`src/core/sup_pkg.sv`:
```
package sup_pkg;
  // Clock period in picoseconds (40 MHz)
  localparam int unsigned CLK_PERIOD_PS = 32'h0000_61A8;
  // Time base tick in nanoseconds (1 ms)
  localparam int unsigned TICK_NS = 32'h000F_4240;
  localparam int unsigned TICK_CYCLES = (TICK_NS * 1000) / CLK_PERIOD_PS;
  // Watchdog period and reset pulse width in ms ticks
  localparam logic [15:0] WD_PERIOD_MS = 16'h0640;
  localparam logic [15:0] RST_PULSE_MS = 16'h00C8;
  localparam logic [15:0] CNT_RESET = 16'h0000;

  typedef struct packed {
    logic supply_low;
    logic manual_low;
    logic kick;
    logic sense_ok;
  } sup_in_t;

  localparam sup_in_t SUP_IN_RESET = '{
    supply_low: 1'b1, manual_low: 1'b0, kick: 1'b0, sense_ok: 1'b0};
endpackage

```
`src/core/tick_gen.sv`:
```
`timescale 1ns/1ps
module tick_gen #(
  parameter int unsigned CYCLES = 40000
) (
  input wire logic clock_i,
  input wire logic nrst_i,
  output logic tick_o
);
  localparam int unsigned W = (CYCLES > 1) ? $clog2(CYCLES) : 1;
  localparam logic [W-1:0] LAST = W'(CYCLES - 1);

  logic [W-1:0] cnt_q;
  logic [W-1:0] cnt_d;
  logic tick_q;
  logic tick_d;

  always_comb begin
    tick_d = (cnt_q == LAST);
    cnt_d = tick_d ? '0 : cnt_q + W'(1);
  end

  always_ff @(posedge clock_i) begin
    if (!nrst_i) begin
      cnt_q <= '0;
      tick_q <= 1'b0;
    end else begin
      cnt_q <= cnt_d;
      tick_q <= tick_d;
    end
  end

  assign tick_o = tick_q;
endmodule // tick_gen

```
`src/core/supervisor.sv`:
```
`timescale 1ns/1ps
// Function
// Any kick edge restarts watchdog
// No kick for period means timeout
// Watchdog timeout gives full reset pulse
// Expiry high on kicks; off when supply low
// Low supply asserts reset at once
// Reset held pulse width after supply recovers
// Power-fail output follows comparator only
// Manual reset asserts, then holds pulse width
// High reset is exact complement
// Durations counted in time base ticks
module supervisor
  import sup_pkg::*;
#(
  parameter int unsigned TICK_CYC = TICK_CYCLES,
  parameter logic [15:0] WD_TICKS = WD_PERIOD_MS,
  parameter logic [15:0] RST_TICKS = RST_PULSE_MS
) (
  input wire logic clock_i,
  input wire logic nrst_i,
  input wire logic supply_low_i,
  input wire logic manual_rst_n_i,
  input wire logic wd_kick_in_i,
  input wire logic pwr_fail_sense_i,
  output logic sys_rst_n_o,
  output logic sys_rst_o,
  output logic wd_expire_n_o,
  output logic pwr_fail_n_o
);
  sup_in_t raw;
  sup_in_t meta_q;
  sup_in_t sync_q;
  logic kick_prev_q;
  logic tick;

  // Last count of a tick-driven span
  function automatic logic at_last(input logic [15:0] cnt,
                                   input logic [15:0] span);
    return cnt == span - 16'h0001;
  endfunction

  // Advance a span counter by one tick
  function automatic logic [15:0] bump(input logic [15:0] cnt);
    return cnt + 16'h0001;
  endfunction

  assign raw = '{supply_low: supply_low_i, manual_low: !manual_rst_n_i,
                 kick: wd_kick_in_i, sense_ok: pwr_fail_sense_i};

  // Two-stage input synchroniser
  always_ff @(posedge clock_i) begin
    if (!nrst_i) begin
      meta_q <= SUP_IN_RESET;
      sync_q <= SUP_IN_RESET;
      kick_prev_q <= 1'b0;
    end else begin
      meta_q <= raw;
      sync_q <= meta_q;
      kick_prev_q <= sync_q.kick;
    end
  end

  tick_gen #(.CYCLES(TICK_CYC)) u_tick (
    .clock_i(clock_i),
    .nrst_i(nrst_i),
    .tick_o(tick)
  );

  // Watchdog
  logic kick_edge;
  logic wd_off;
  logic wd_fire;
  logic [15:0] wd_cnt_q;
  logic [15:0] wd_cnt_d;
  logic wd_exp_n_q;
  logic wd_exp_n_d;
  logic rst_act_q;

  always_comb begin
    kick_edge = sync_q.kick ^ kick_prev_q;
    wd_off = sync_q.supply_low || rst_act_q;
    wd_fire = !wd_off && !kick_edge && tick && at_last(wd_cnt_q, WD_TICKS);
    wd_cnt_d = wd_cnt_q;
    wd_exp_n_d = wd_exp_n_q;
    if (wd_off || kick_edge) begin
      wd_cnt_d = CNT_RESET;
    end else if (wd_fire) begin
      wd_cnt_d = CNT_RESET;
    end else if (tick) begin
      wd_cnt_d = bump(wd_cnt_q);
    end
    if (sync_q.supply_low || kick_edge) begin
      wd_exp_n_d = 1'b1;
    end else if (wd_fire) begin
      wd_exp_n_d = 1'b0;
    end
  end

  always_ff @(posedge clock_i) begin
    if (!nrst_i) begin
      wd_cnt_q <= CNT_RESET;
      wd_exp_n_q <= 1'b1;
    end else begin
      wd_cnt_q <= wd_cnt_d;
      wd_exp_n_q <= wd_exp_n_d;
    end
  end

  // Reset generator
  logic rst_src;
  logic rst_act_d;
  logic [15:0] rst_cnt_q;
  logic [15:0] rst_cnt_d;
  logic pf_n_q;
  logic pf_n_d;
  logic rst_hi_q;
  logic rst_n_q;

  always_comb begin
    rst_src = sync_q.supply_low || sync_q.manual_low || wd_fire;
    rst_act_d = rst_act_q;
    rst_cnt_d = rst_cnt_q;
    if (rst_src) begin
      rst_act_d = 1'b1;
      rst_cnt_d = CNT_RESET;
    end else if (rst_act_q && tick) begin
      if (at_last(rst_cnt_q, RST_TICKS)) begin
        rst_act_d = 1'b0;
        rst_cnt_d = CNT_RESET;
      end else begin
        rst_cnt_d = bump(rst_cnt_q);
      end
    end
    pf_n_d = sync_q.sense_ok;
  end

  always_ff @(posedge clock_i) begin
    if (!nrst_i) begin
      rst_act_q <= 1'b1;
      rst_hi_q <= 1'b1;
      rst_n_q <= 1'b0;
      rst_cnt_q <= CNT_RESET;
      pf_n_q <= 1'b0;
    end else begin
      rst_act_q <= rst_act_d;
      rst_hi_q <= rst_act_d;
      rst_n_q <= !rst_act_d;
      rst_cnt_q <= rst_cnt_d;
      pf_n_q <= pf_n_d;
    end
  end

  // Cycles from the last reset source, for the pulse width check
  localparam logic [31:0] MIN_PULSE =
    32'((32'(RST_TICKS) - 32'h0000_0001) * TICK_CYC + 32'h0000_0001);
  localparam logic [31:0] MAX_PULSE = 32'(32'(RST_TICKS) * TICK_CYC);
  logic [31:0] quiet_q;
  logic [31:0] quiet_d;

  always_comb begin
    quiet_d = quiet_q;
    if (rst_src) begin
      quiet_d = '0;
    end else if (rst_act_q) begin
      quiet_d = quiet_q + 32'h0000_0001;
    end
  end

  always_ff @(posedge clock_i) begin
    if (!nrst_i) begin
      quiet_q <= '0;
    end else begin
      quiet_q <= quiet_d;
    end
  end

  assign sys_rst_n_o = rst_n_q;
  assign sys_rst_o = rst_hi_q;
  assign wd_expire_n_o = wd_exp_n_q;
  assign pwr_fail_n_o = pf_n_q;

  // Checks
  a_rst_complement: assert property (@(posedge clock_i) disable iff (!nrst_i)
    sys_rst_o == !sys_rst_n_o) else $error("reset outputs differ");
  a_supply_low_rst: assert property (@(posedge clock_i) disable iff (!nrst_i)
    sync_q.supply_low |=> !sys_rst_n_o) else $error("no supply reset");
  a_manual_rst: assert property (@(posedge clock_i) disable iff (!nrst_i)
    sync_q.manual_low |=> !sys_rst_n_o) else $error("no manual reset");
  a_pf_follows: assert property (@(posedge clock_i) disable iff (!nrst_i)
    ##1 pwr_fail_n_o == $past(sync_q.sense_ok))
    else $error("power fail mismatch");
  a_wd_disabled: assert property (@(posedge clock_i) disable iff (!nrst_i)
    sync_q.supply_low |=> wd_expire_n_o && wd_cnt_q == CNT_RESET)
    else $error("watchdog active at low supply");
  a_kick_restart: assert property (@(posedge clock_i) disable iff (!nrst_i)
    kick_edge |=> wd_cnt_q == CNT_RESET && wd_expire_n_o)
    else $error("kick did not restart");
  a_wd_timeout: assert property (@(posedge clock_i) disable iff (!nrst_i)
    (!wd_off && !kick_edge && tick && wd_cnt_q == WD_TICKS - 16'h0001)
    |=> !wd_expire_n_o && !sys_rst_n_o) else $error("no timeout");
  a_timeout_rst: assert property (@(posedge clock_i) disable iff (!nrst_i)
    wd_fire |=> !sys_rst_n_o && rst_cnt_q == CNT_RESET)
    else $error("timeout reset missing");
  a_rst_release: assert property (@(posedge clock_i) disable iff (!nrst_i)
    $rose(sys_rst_n_o) |-> $past(rst_cnt_q) == RST_TICKS - 16'h0001
    && $past(tick)) else $error("early reset release");
  a_pulse_width: assert property (@(posedge clock_i) disable iff (!nrst_i)
    $rose(sys_rst_n_o) |-> quiet_q >= MIN_PULSE && quiet_q <= MAX_PULSE)
    else $error("reset pulse width out of range");
  a_expire_holds: assert property (@(posedge clock_i) disable iff (!nrst_i)
    !wd_expire_n_o && !kick_edge && !sync_q.supply_low |=> !wd_expire_n_o)
    else $error("expiry released without kick");
  a_wd_quiet_rst: assert property (@(posedge clock_i) disable iff (!nrst_i)
    !sys_rst_n_o |-> !wd_fire)
    else $error("watchdog fired in reset");
  a_cnt_bounds: assert property (@(posedge clock_i) disable iff (!nrst_i)
    wd_cnt_q < WD_TICKS && rst_cnt_q < RST_TICKS)
    else $error("counter past its span");
  c_wd_fire: cover property (@(posedge clock_i) disable iff (!nrst_i)
    wd_fire);
  c_rst_release: cover property (@(posedge clock_i) disable iff (!nrst_i)
    $rose(sys_rst_n_o));
  c_manual: cover property (@(posedge clock_i) disable iff (!nrst_i)
    $fell(sync_q.manual_low) && !sync_q.supply_low);
  c_kick_seen: cover property (@(posedge clock_i) disable iff (!nrst_i)
    kick_edge && !wd_off);
  c_supply_dip: cover property (@(posedge clock_i) disable iff (!nrst_i)
    $rose(sync_q.supply_low));
endmodule // supervisor

```
`config.mk`:
```
export PLATFORM = sky130hd
export DESIGN_NAME = supervisor
export DESIGN_NICKNAME = d
export VERILOG_FILES = /design/src/core/sup_pkg.sv /design/src/core/tick_gen.sv /design/src/core/supervisor.sv
export SDC_FILE = /design/constraint.sdc
export NUM_CORES = 1
export LEC_CHECK = 0
export ABC_AREA = 1
export BUFFER_PORTS_ARGS = -buffer_cell sky130_fd_sc_hd__buf_2
export CAP_MARGIN = 10
export CORE_MARGIN = 5
export CORE_UTILIZATION = 40
export CTS_CLUSTER_SIZE = 12
export DETAILED_ROUTE_END_ITERATION = 7
export PLACE_DENSITY_LB_ADDON = 0.05
export SYNTH_ARGS = -nofsm -noshare
export SYNTH_HDL_FRONTEND = slang
export SYNTH_SLANG_ARGS = --single-unit
```
`constraint.sdc`:
```
create_clock -name clock_i -period 1.2 [get_ports clock_i]
set_input_delay 0.12 -clock clock_i [delete_from_list [all_inputs] [get_ports clock_i]]
set_output_delay 0.12 -clock clock_i [all_outputs]
set_load 0.05 [all_outputs]
```
; Word level (Yosys, flattened, before mapping)
; Cells that the tools add are included.
[op_classes]
add_sub_neg = 3
reduce_logical = 17
bitwise_logic = 2
n_eq_ne = 3
n_mux = 4
[op_table]
columns = cell, count
row1 = adder 16 x 1 -> 16 bit (second input constant), 3
row2 = equality test 16 x 11 -> 1 bit (second input constant), 1
row3 = equality test 16 bit (second input constant), 1
row4 = equality test 16 x 8 -> 1 bit (second input constant), 1
row5 = two-way mux 16 bit, 1
row6 = OR reduction 2 bit, 3
row7 = logical OR 1 bit, 5
row8 = logical AND 1 bit, 4
row9 = zero test 1 bit, 4
row10 = two-way mux 1 bit, 3
row11 = OR reduction 3 bit, 1
row12 = inverter 1 bit, 1
row13 = XOR 1 bit, 1
[totals]
regBits = 62
in_bits = 6
out_inout_bits = 4

; Logic depth before layout (Yosys ltp)
; Gate-level depths: netlist (run 1).
[logic_depth]
depth_word = 8
depth_mapped = 10
mapped_depth_nobuf = 10

; Hierarchy
; Synthesis (run 1) repeated with hierarchy kept, for this count alone.
[hier_totals]
hier_cells = 425
hier_area_um2 = 2960.3
[by_module_without_submodules]
columns = module, cells_per_inst, seq_area_each_um2, area_per_inst_um2, n_inst
row1 = supervisor, 298, 900.9, 2112.0, 1
row2 = tick_gen, 127, 340.3, 848.3, 1

; Least setup slack after synthesis (run 1)
; No wires, ideal clock.
[synth_path]
path_kind = register to register
startpoint = register sys_rst_o (netlist name)
endpoint = register rst_cnt_q[11]
slack_ps = -296
arrival_time_ps = 1381
setup_time_ps = 116
path_stages_with_launch = 8
path_cell_list = dfxtp_1 -> nand2_4 -> inv_4 -> nand2_2 -> nor2_2 -> nand2_1 -> xor2_1 -> nor2_1
[synth_rtl]
columns = element, line_no
row1 = "end signal, assigned", supervisor.sv:149  ; rst_cnt_q <= rst_cnt_d;
row2 = "end, declared", supervisor.sv:113  ; logic [15:0] rst_cnt_q;

; Worst setup path after layout (run 1)
[layout_path]
startpoint = register wd_cnt_q[1]
endpoint = register rst_cnt_q[0]
[layout_via]
elab_chain_len = 4
[layout_rtl]
columns = element, line_no
row1 = "start, declared", supervisor.sv:74  ; logic [15:0] wd_cnt_q;
row2 = "start signal, assigned", supervisor.sv:105  ; wd_cnt_q <= wd_cnt_d;
row3 = equality test 16 x 11 -> 1 bit, supervisor.sv:40  ; return cnt == span - 16'h0001;
row4 = logical AND 1 bit, supervisor.sv:83  ; wd_fire = !wd_off && !kick_edge && tick && at_last(wd_cnt_q, WD_TICKS);
row5 = logical OR 1 bit, supervisor.sv:121  ; rst_src = sync_q.supply_low || sync_q.manual_low || wd_fire;
row6 = OR reduction 2 bit (no source line), --
; Every way passes these cells.
; A chain may end at the register's enable or synchronous reset.

==> results_dict.tcl, run 1 <==
set metrics [dict create \
    antenna_found_initial 0 \
    vdd_ir_drop_max_v 0.000795 \
    final_cell_mix "nand2_1, buf_4, inv_1" \
    vias 2940 \
    fmax_ghz 0.763 \
    track_usage_pct 16.3 \
    holdCritStartpoint "nrst_i" \
    status "finished with violations" \
    maxSlewViolCount 0 \
    ys_ff_latch 62 \
    cts_tree "done" \
    cts_buffers 9 \
    yosysWarnings 0 \
    drc_errors 0 \
    final_common_cell "nand2_1" \
    p_per_area_nw_per_um2 947 \
    vias_per_cell 4.65 \
    syn_area_um2 3050 \
    ioPinCount 10 \
    power.total_mw 4.21 \
    grt_pass1_wl_um 12700 \
    maxSlewHeadroom_pct 61.3 \
    nets 537 \
    grt-ovfl-total 0 \
    whs_path_depth 2 \
    yosysSeqAreaShare_pct 40.7 \
    routed_wl_um 7600 \
    grt_setup_unrepaired "true" \
    antenna_left 0 \
    setup.worst_path.class "flop to flop" \
    tns_ns -3.69 \
    htree_num_levels 3 \
    dp_hpwl_um 5190 \
    worstPathCellList "ha_4 > nand3_4 > nor3_4 > nand3_4 > nand3_4 > nor2_1" \
    period_minus_slack_ns 1.31 \
    drtIter0Drc 69 \
    ys_types 27 \
    place.port_buffers 9 \
    die_y_um 97.4 \
    tightest_slew_ns 0.578 \
    crit_top_cell "nand3_4" \
    cap_viol_max_count 0 \
    initial_core_util_pct 41.6 \
    clockBufferDepth 2 \
    finalCritPeriodShare_pct 109 \
    cts-root-buf "clkbuf_8" \
    rr_worst_depth 6 \
    syn_area_per_cell_um2 6.99 \
    dieArea_um2 9480 \
    finalWorstSetupSlack_ns -0.111 \
    syn_nets 446 \
    p_leak_nw 1.74 \
    clk_latency_ns 0.35 \
    routabilityCongestion 0.838 \
    arrival_ns 1.55 \
    cts_sinks 62 \
    hold_path_end "sys_rst_o$_SDFF_PN1_" \
    path_clk_slew_ns 0.07 \
    drt-pass1-iter-count 4 \
    crit_path_max_incr_delay_ns 0.36 \
    r2r-end "rst_cnt_q[0]$_SDFFE_PP0N_" \
    setup-violations-final 51 \
    end_kind "flop" \
    grt_max_degree 13 \
    violations "setup timing" \
    hold_violations 0 \
    final.setup_skew_ns 0.00691 \
    reg2reg_from "wd_cnt_q[1]$_SDFFE_PP0P_" \
    critPathMaxFanout 8 \
    rows 31 \
    grt_pass1_vias 2779 \
    coreArea_um2 7330 \
    startpoint_type "flop" \
    reg2reg_slack_ns -0.11 \
    syn-instance-count 437 \
    crit_required_ns 1.44 \
    die_w_um 97.4 \
    area_growth_syn_to_layout_pct 45.7 \
    drive_above_1_share_pct 38.8 \
    cpMaxStageDelayCell "dfxtp_2" \
    dpl_worst_slack_ns -0.179 \
    antenna_cells 0 \
    holdCritPathClass "input port to flop" \
    wire_per_inst_um 12.0 \
]
## worst max path at each step
| stage | start | slack, ns | depth (start not counted) | endpoint |
|---|---|---|---|---|
| after global routing | wd_cnt_q[1]$_SDFFE_PP0P_ | -0.18 | 6 | sys_rst_n_o$_SDFF_PN0_ |
| after floorplan | u_tick.cnt_q[1]$_SDFF_PP0_ | -0.06 | 7 | u_tick.cnt_q[14]$_SDFF_PP0_ |
| after CTS | kick_prev_q$_SDFF_PN0_ | -0.09 | 8 | wd_cnt_q[0]$_SDFFE_PP0P_ |
| after detailed placement | rst_cnt_q[1]$_SDFFE_PP0N_ | -0.18 | 8 | sys_rst_o$_SDFF_PN1_ |
| final | wd_cnt_q[1]$_SDFFE_PP0P_ | -0.11 | 6 | rst_cnt_q[0]$_SDFFE_PP0N_ |
| after global placement | rst_cnt_q[1]$_SDFFE_PP0N_ | -0.16 | 8 | sys_rst_o$_SDFF_PN1_ |
## repair_timing
item,4_1_cts,5_1_grt
resized for setup,47,51
cloned,1,0
endpoints found under the setup margin,52,52
pin swaps,11,22
hold buffers,4,0
hold endpoints to repair,4,0
buffers inserted,1,2
## Yosys cell counts
| master | instances | area (um^2) |
|---|---|---|
| xor2_1 | 13 | 114 |
| buf_2 | 3 | 15.0 |
| buf_6 | 4 | 45.0 |
| inv_2 | 2 | 7.51 |
| nand3_2 | 3 | 30.0 |
| inv_1 | 64 | 240 |
| nand2_1 | 91 | 342 |
| nand2_4 | 1 | 11.3 |
| xnor2_1 | 6 | 52.6 |
| inv_4 | 1 | 6.26 |
| nor2_2 | 9 | 56.3 |
| a21boi_0 | 1 | 7.51 |
| o21ai_1 | 1 | 5.00 |
| o21ai_0 | 7 | 35.0 |
| nor3_2 | 4 | 40.0 |
| a21oi_1 | 10 | 50.1 |
| nand3_1 | 37 | 185 |
| ha_1 | 3 | 37.5 |
| nand2_2 | 3 | 18.8 |
| nand3b_1 | 2 | 15.0 |
| dfxtp_1 | 62 | 1240 |
| or2_2 | 3 | 18.8 |
| nand3_4 | 1 | 17.5 |
| nand4_1 | 18 | 113 |
| nor4_1 | 2 | 12.5 |
| nor3_1 | 11 | 55.1 |
| nor2_1 | 75 | 282 |
## worst max-delay path, delay by kind of cell, from the launching register on
| kind | cells | cell delay (ns) |
|---|---|---|
| flip-flops | 1 | 0.36 |
| AND/OR/NAND/NOR | 5 | 0.70 |
| adder cells (fa/ha/maj) | 1 | 0.16 |
## flip-flops by register name (all words and copies together), names as in the netlist
signal	flops
u_tick.tick_o	1
sys_rst_o	1
wd_expire_n_o	1
kick_prev_q	1
meta_q	4
sys_rst_n_o	1
sync_q	3
pwr_fail_n_o	1
rst_cnt_q	16
pf_n_d	1
wd_cnt_q	16
u_tick.cnt_q	16
## area by class of cell
class / count / area (um^2)
Clock buffer: 10 / 149
Tap cell: 99 / 124
Inverter: 67 / 256
Fill cell: 668 / 2880
Sequential cell: 62 / 1260
Timing Repair Buffer: 86 / 672
Multi-Input combinational cell: 302 / 1920
Clock inverter: 6 / 67.6
## cell families (layout without fill, tap and decap cells)
family	Yosys count	after routing	share of synthesized area (%)
AO/OA/AOI/OAI	19	19	3.20
XOR/XNOR	19	19	5.45
adder cells (fa/ha/maj)	3	3	1.23
buffers and inverters	74	169	10.3
flip-flops	62	62	40.7
AND/OR/NAND/NOR	260	261	39.2
## per-layer routing
metal	vias up	part of all wire (%)	track usage (%)
li1	1570	-	-
met1	1312	48	20.8
met2	45	47	26.1
met3	13	3.0	4.88
met4	0	1.9	5.32
met5	-	0	0
## per-stage QoR
stage | utilization, % | hold slack [ns] | cell area, um^2 | cells
2_1_floorplan | - | 0.192 | 3150 | 437
3_3_place_gp | 51.7 | 0.277 | 3790 | 608
3_5_place_dp | 51.7 | 0.277 | 3790 | 608
4_1_cts | 58.0 | 0.125 | 4250 | 630
5_1_grt | 60.7 | 0.136 | 4450 | 632
6_report | 60.7 | 0.147 | 4450 | 632
## power by group
group	total (mW)	switching [mW]	internal, mW	leakage [nW]
combinational	0.130	0.0659	0.0644	1.13
clock	1.99	0.900	1.09	0.104
sequential	2.09	0.0136	2.08	0.509
total	4.21	0.979	3.23	1.74
Note: power is estimated with default switching activity, not from simulation.
==> run 2, diff against run 1 <==
--- a/config.mk
+++ b/config.mk
@@ -15,4 +15,5 @@
 export PLACE_DENSITY_LB_ADDON = 0.05
 export SYNTH_ARGS = -nofsm -noshare
 export SYNTH_HDL_FRONTEND = slang
+export SYNTH_HIERARCHICAL = 1
 export SYNTH_SLANG_ARGS = --single-unit
==> run 2 against run 1 <==
The run still ends with setup timing left. Worst setup slack improved by 0.026 ns. Critical endpoint is now rst_cnt_q[1]$_SDFFE_PP0N_. Die area fell by 2.7%. Global-route usage fell by 0.075 points. Cell count fell by 3.3%.
==> results_dict.tcl, run 2 <==
set metrics [dict create \
    drc_errors 0 \
    maxSlewViolCount 0 \
    utilization_pct 58.1 \
    p_switching_mw 0.857 \
    ys_ff_latch 62 \
    synth-edff-count 0 \
    grt-ovfl-total 0 \
    stdcell_count 611 \
    reg2reg_from "u_tick/tick_o$_SDFF_PN0_" \
    finalCritPeriodShare_pct 107 \
    arrival_ns 1.51 \
    track_usage_pct 16.2 \
    status "finished with violations" \
    cts-root-buf "clkbuf_8" \
    clk_latency_ns 0.34 \
    dieArea_um2 9220 \
    grt_setup_unrepaired "true" \
    startpoint "u_tick/tick_o$_SDFF_PN0_" \
    final_common_cell "nand2_1" \
    die_y_um 96.0 \
    placed_area_um2 3520 \
    r2r-end "rst_cnt_q[1]$_SDFFE_PP0N_" \
    clockBufferDepth 2 \
    holdCritPathClass "input port to flop" \
    clkPwrFrac_pct 45.6 \
    cpMaxStageDelayCell "dfxtp_4" \
    coreArea_um2 7210 \
    finalWorstSetupSlack_ns -0.0846 \
    antenna_left 0 \
    htree_num_levels 3 \
    cp_num_buf_inv 1 \
    rows 31 \
    vdd_ir_drop_max_v 0.000789 \
    setup-violations-final 35 \
    wire_per_inst_um 11.1 \
    reg2reg_slack_ns -0.08 \
    ys_types 34 \
    yosysMostFrequentCell "nand2_1" \
    vias 2784 \
    place.port_buffers 9 \
    fmax_ghz 0.778 \
    synth_top_cell_area_share_pct 41.9 \
    grt_max_degree 17 \
    startpoint_type "flop" \
    comb_power_share_pct 2.8 \
    yosysSeqAreaShare_pct 41.9 \
    cap_viol_max_count 0 \
    yosys-top-cells-area "dfxtp_1, nand2_1, nor2_1, inv_1, nand3_1" \
    area_growth_syn_to_layout_pct 41.6 \
    nets 516 \
    routabilityCongestion 0.791 \
    antenna_found_initial 0 \
    violations "setup timing" \
    end_kind "flop" \
    antenna_cells 0 \
    dp_hpwl_um 4500 \
    synth_commonest_cells "nand2_1, nor2_1, inv_1" \
    yosysWarnings 6 \
    p_int_mw 3.19 \
    grt_pass1_vias 2620 \
    final.setup_skew_ns 0.00655 \
    crit_family "simple AND/OR/NAND/NOR gates" \
    finalInstanceArea_um2 4190 \
    drt-pass1-iter-count 4 \
    crit_top_cell "nor2_1" \
    drtIter0Drc 71 \
    p_leak_nw 1.71 \
    syn_area_um2 2960 \
    final_cell_mix "nand2_1, inv_1, buf_4" \
    drive_above_1_share_pct 36.1 \
    die_w_um 96.0 \
    path_clk_slew_ns 0.07 \
    grt_pass1_wl_um 11600 \
    p_per_area_nw_per_um2 966 \
    cts_tree "done" \
    power_frac_seq_pct 51.6 \
    tightest_slew_ns 0.465 \
    crit_required_ns 1.43 \
    synth_top_flop_cell "dfxtp_1" \
    maxSlewHeadroom_pct 69.0 \
    initial_core_util_pct 41.0 \
    endpoint "rst_cnt_q[1]$_SDFFE_PP0N_" \
    ioPinCount 10 \
    reg_top3 "rst_cnt_q: 16 flops, u_tick/cnt_q: 16 flops, wd_cnt_q: 16 flops" \
    setup.worst_path.class "flop to flop" \
    period_minus_slack_ns 1.28 \
    cts_sinks 62 \
    cts_buffers 9 \
    dp.cells 578 \
    critPathMaxFanout 6 \
    dpl_worst_slack_ns -0.148 \
    vias_per_cell 4.56 \
    switching_share_pct 21.2 \
    synth_top_cell_by_area "dfxtp_1" \
    syn-instance-count 425 \
    cp.depth 7 \
    worstPathCellList "inv_2 > nor2_1 > nand2_1 > nor2_4 > nand3_4 > nand3_2 > nor2_1" \
    syn_area_per_cell_um2 6.97 \
    crit_path_max_incr_delay_ns 0.40 \
    routed_wl_um 6790 \
    hold_violations 0 \
    syn_nets 434 \
    synthArstFlopShare_pct 0 \
    rr_worst_depth 7 \
]
## run 2: cell count changes after synthesis, sizes merged, moves of 3 or more
cell / delta
nor3: -5
nand4: -12
a21oi: +5
buf: -3
nand2: +12
nand3: -9
or2: +3
## run 2: layer usage
metal | GRT usage, % | up-vias | wire [um]
li1 | - | 1481 | -
met1 | 20.7 | 1259 | 3260
met2 | 25.5 | 29 | 3150
met3 | 4.69 | 15 | 221
met4 | 6.40 | 0 | 159
met5 | 0 | - | 0
## run 2: worst min-delay path by stage
stage / startpoint / to / slack (ns) / cells after the start
after CTS: nrst_i / u_tick/tick_o$_SDFF_PN0_ / 0.20 / 3
final: nrst_i / u_tick/tick_o$_SDFF_PN0_ / 0.22 / 3
after global routing: nrst_i / u_tick/tick_o$_SDFF_PN0_ / 0.24 / 3
after detailed placement: manual_rst_n_i / meta_q[2]$_SDFF_PN0_ / 0.28 / 2
after global placement: manual_rst_n_i / meta_q[2]$_SDFF_PN0_ / 0.28 / 2
after floorplan: manual_rst_n_i / meta_q[2]$_SDFF_PN0_ / 0.19 / 1
## run 2: cell type report
cell class	count	area (um^2)
Sequential cell	62	1270
Clock inverter	3	42.5
Clock buffer	13	159
Tap cell	99	124
Timing Repair Buffer	72	567
Inverter	66	253
Fill cell	714	3020
Multi-Input combinational cell	296	1780
## run 2: logic make-up (layout without fill, tap and decap cells)
kind of cell	after synthesis	in the layout	synth area share, %
fa+ha+maj	3	3	1.27
compound gates	29	29	5.33
simple gates	246	249	37.2
buf+inv	70	154	9.85
xor+xnor	15	15	4.44
flops	62	62	41.9
## run 2: stage by stage
step | hold WS [ns] | power, mW | setup TNS (ns)
global placement | 0.283 | 2.22 | -2.32
floorplan | 0.192 | 2.19 | -0.457
CTS | 0.201 | 4.11 | -1.57
detailed placement | 0.277 | 2.22 | -3.17
global route | 0.236 | 4.20 | -4.97
finish | 0.218 | 4.05 | -1.93
## run 2: power groups by stage
stage / Combinational, mW / Clock, mW / Sequential, mW
CTS: 0.106 / 1.92 / 2.09
detailed placement: 0.0805 / 0 / 2.14
global placement: 0.0803 / 0 / 2.13
floorplan: 0.0515 / 0 / 2.14
finish: 0.113 / 1.85 / 2.09
global route: 0.124 / 1.99 / 2.09
## run 2: what timing repair did
action                     CTS  global route
gates resized for setup     45            53
hold endpoints to repair     4             0
hold buffers                 4             0
pin swaps                   21            19
cloned                       3             0
buffers inserted             8             2
setup endpoints to repair   52            52
## run 2: worst min-delay path, stage by stage
cell and delay (ns):
buf_2 0.25, inv_1 0.10, nor2_1 0.04
==> run 3, diff against run 2 <==
--- a/config.mk
+++ b/config.mk
@@ -5,7 +5,7 @@
 export SDC_FILE = /design/constraint.sdc
 export NUM_CORES = 1
 export LEC_CHECK = 0
-export ABC_AREA = 1
+export ABC_AREA = 0
 export BUFFER_PORTS_ARGS = -buffer_cell sky130_fd_sc_hd__buf_2
 export CAP_MARGIN = 10
 export CORE_MARGIN = 5
==> run 3 against run 2 <==
The run still ends with setup timing left. Global-route usage decreased by 1.6 points. Worst hold slack got worse by 0.072 ns. Critical path depth decreased by 2. Combinational power about the same. Critical path type unchanged. Via count decreased by 14%.
==> results_dict.tcl, run 3 <==
set metrics [dict create \
    cp_num_buf_inv 0 \
    reg_top3 "rst_cnt_q: 16 flops, u_tick/cnt_q: 16 flops, wd_cnt_q: 16 flops" \
    path_clk_slew_ns 0.08 \
    synth_top_cell_by_area "dfxtp_1" \
    synth_commonest_cells "dfxtp_1, nor2_1, xnor2_1" \
    placed_area_um2 3580 \
    p_switching_mw 0.925 \
    setup-violations-final 50 \
    die_w_um 92.7 \
    htree_num_levels 3 \
    grt_pass1_wl_um 10100 \
    cpMaxStageDelayCell "or4_4" \
    vdd_ir_drop_max_v 0.000718 \
    yosys-top-cells-area "dfxtp_1, xnor2_1, nor2_1, nor4_1, nand3_1" \
    place.port_buffers 9 \
    vias 2395 \
    startpoint_type "flop" \
    syn_area_per_cell_um2 9.18 \
    dieArea_um2 8600 \
    syn-instance-count 298 \
    grt_setup_unrepaired "true" \
    holdCritPathClass "input port to flop" \
    drc_errors 0 \
    cts-root-buf "clkbuf_8" \
    coreArea_um2 6720 \
    finalCritPeriodShare_pct 137 \
    hold_violations 0 \
    yosysSeqAreaShare_pct 45.4 \
    ioPinCount 10 \
    end_kind "flop" \
    wire_per_inst_um 12.2 \
    dp_hpwl_um 4330 \
    worstPathCellList "ha_4 > nand4_4 > or4_4 > or3_4 > a211oi_2" \
    syn_area_um2 2740 \
    synth-edff-count 0 \
    critPathMaxFanout 4 \
    finalWorstSetupSlack_ns -0.442 \
    rows 30 \
    tightest_slew_ns 0.359 \
    ys_types 43 \
    crit_family "simple AND/OR/NAND/NOR gates" \
    grt-ovfl-total 0 \
    cts_sinks 62 \
    whs_path_depth 3 \
    area_growth_syn_to_layout_pct 46.1 \
    grt_pass1_vias 2350 \
    status "finished with violations" \
    finalInstanceArea_um2 4000 \
    synthArstFlopShare_pct 0 \
    antenna_cells 0 \
    crit_required_ns 1.45 \
    stdcell_count 484 \
    track_usage_pct 14.6 \
    reg2reg_slack_ns -0.44 \
    rr_worst_depth 5 \
    holdCritStartpoint "nrst_i" \
    whs_ns 0.146 \
    syn_nets 307 \
    maxSlewViolCount 0 \
    antenna_found_initial 0 \
    final_cell_mix "buf_4, nor2_1, dfxtp_1" \
    dp.cells 462 \
    setup.worst_path.class "flop to flop" \
    clk_latency_ns 0.33 \
    cap_viol_max_count 0 \
    switching_share_pct 23.1 \
    yosysWarnings 6 \
    p_per_area_nw_per_um2 1000 \
    antenna_left 0 \
    p_leak_nw 1.44 \
    clkPwrFrac_pct 45.1 \
    violations "setup timing" \
    synth_top_cell_area_share_pct 45.4 \
    vias_per_cell 4.95 \
    r2r-end "rst_cnt_q[14]$_SDFFE_PP0N_" \
    hold_path_end "sync_q[3]$_SDFF_PN1_" \
    grt_max_degree 17 \
    reg2reg_from "rst_cnt_q[0]$_SDFFE_PP0N_" \
    drt-pass1-iter-count 4 \
    comb_power_share_pct 2.9 \
    nets 408 \
    drive_above_1_share_pct 43.1 \
    die_y_um 92.7 \
    initial_core_util_pct 40.7 \
    period_minus_slack_ns 1.64 \
    clockBufferDepth 2 \
    power_frac_seq_pct 52.0 \
    final_common_cell "buf_4" \
    yosysMostFrequentCell "dfxtp_1" \
    fmax_ghz 0.609 \
    routabilityCongestion 0.828 \
    cts_buffers 9 \
    ys_ff_latch 62 \
    power.total_mw 4.00 \
    p_int_mw 3.08 \
    maxSlewHeadroom_pct 75.9 \
    cts_tree "done" \
    routed_wl_um 5900 \
    arrival_ns 1.90 \
    crit_path_max_incr_delay_ns 0.44 \
    synth_top_flop_cell "dfxtp_1" \
    final.setup_skew_ns 0.00921 \
    drtIter0Drc 55 \
]
==> run 3: logic make-up after synthesis <==
group | count (synthesis) | synth area share, %
flops | 62 | 45.4
xor+xnor | 34 | 10.9
simple gates | 152 | 32.1
compound gates | 27 | 6.86
mux | 1 | 0.366
buf+inv | 19 | 3.02
fa+ha+maj | 3 | 1.37
==> run 3: stage by stage <==
stage / util [%] / setup TNS [ns] / setup WS (ns)
6_report: 59.5 / -16.11 / -0.442
3_3_place_gp: 53.3 / -17.81 / -0.469
4_1_cts: 58.4 / -17.33 / -0.434
3_5_place_dp: 53.3 / -18.39 / -0.490
2_1_floorplan: - / -15.94 / -0.504
5_1_grt: 59.5 / -20.34 / -0.510
==> run 3: worst max-delay path by stage <==
stage / start / to / slack (ns) / cells after the start
5_1_grt: rst_cnt_q[0]$_SDFFE_PP0N_ / rst_cnt_q[14]$_SDFFE_PP0N_ / -0.51 / 5
3_3_place_gp: rst_cnt_q[1]$_SDFFE_PP0N_ / rst_cnt_q[14]$_SDFFE_PP0N_ / -0.47 / 5
6_report: rst_cnt_q[0]$_SDFFE_PP0N_ / rst_cnt_q[14]$_SDFFE_PP0N_ / -0.44 / 5
4_1_cts: rst_cnt_q[0]$_SDFFE_PP0N_ / rst_cnt_q[12]$_SDFFE_PP0N_ / -0.43 / 5
3_5_place_dp: rst_cnt_q[1]$_SDFFE_PP0N_ / rst_cnt_q[12]$_SDFFE_PP0N_ / -0.49 / 5
2_1_floorplan: sys_rst_o$_SDFF_PN1_ / rst_cnt_q[15]$_SDFFE_PP0N_ / -0.50 / 5
==> run 3: final cells by class <==
cell class | instances | area, um^2
Fill cell | 615 | 2720
Multi-Input combinational cell | 217 | 1600
Sequential cell | 62 | 1290
Timing Repair Buffer | 97 | 761
Clock buffer | 11 | 163
Tap cell | 80 | 100
Inverter | 12 | 45.0
Clock inverter | 5 | 37.5
==> run 3: repair_timing <==
action	CTS	global route
gates resized for setup	23	13
hold buffers	4	0
endpoints found under the setup margin	51	51
cloned	0	0
buffers inserted	0	2
hold endpoints to repair	4	0
pin swaps	2	6
==> run 3: per-layer routing <==
layer | wire [um] | GRT usage (%) | vias to the layer above | share of wire [%]
li1 | - | - | 1251 | -
met1 | 2850 | 18.0 | 1114 | 48
met2 | 2820 | 24.3 | 21 | 48
met3 | 132 | 3.17 | 9 | 2.2
met4 | 98 | 6.59 | 0 | 1.7
met5 | 0 | 0 | - | 0
==> run 3: worst reg2reg max path, delay by kind of cell (launching register included) <==
kind,cells,cell delay (ns)
AND/OR/NAND/NOR,3,0.87
flip-flops,1,0.37
AO/OA/AOI/OAI,1,0.17
adder cells (fa/ha/maj),1,0.15
==> run 3: power by group through the flow <==
stage / combinational [mW] / sequential [mW] / clock, mW
after floorplan: 0.0533 / 2.13 / 0
after global placement: 0.100 / 2.13 / 0
after detailed placement: 0.101 / 2.13 / 0
after CTS: 0.111 / 2.08 / 1.89
after global routing: 0.130 / 2.08 / 1.97
final: 0.116 / 2.08 / 1.81
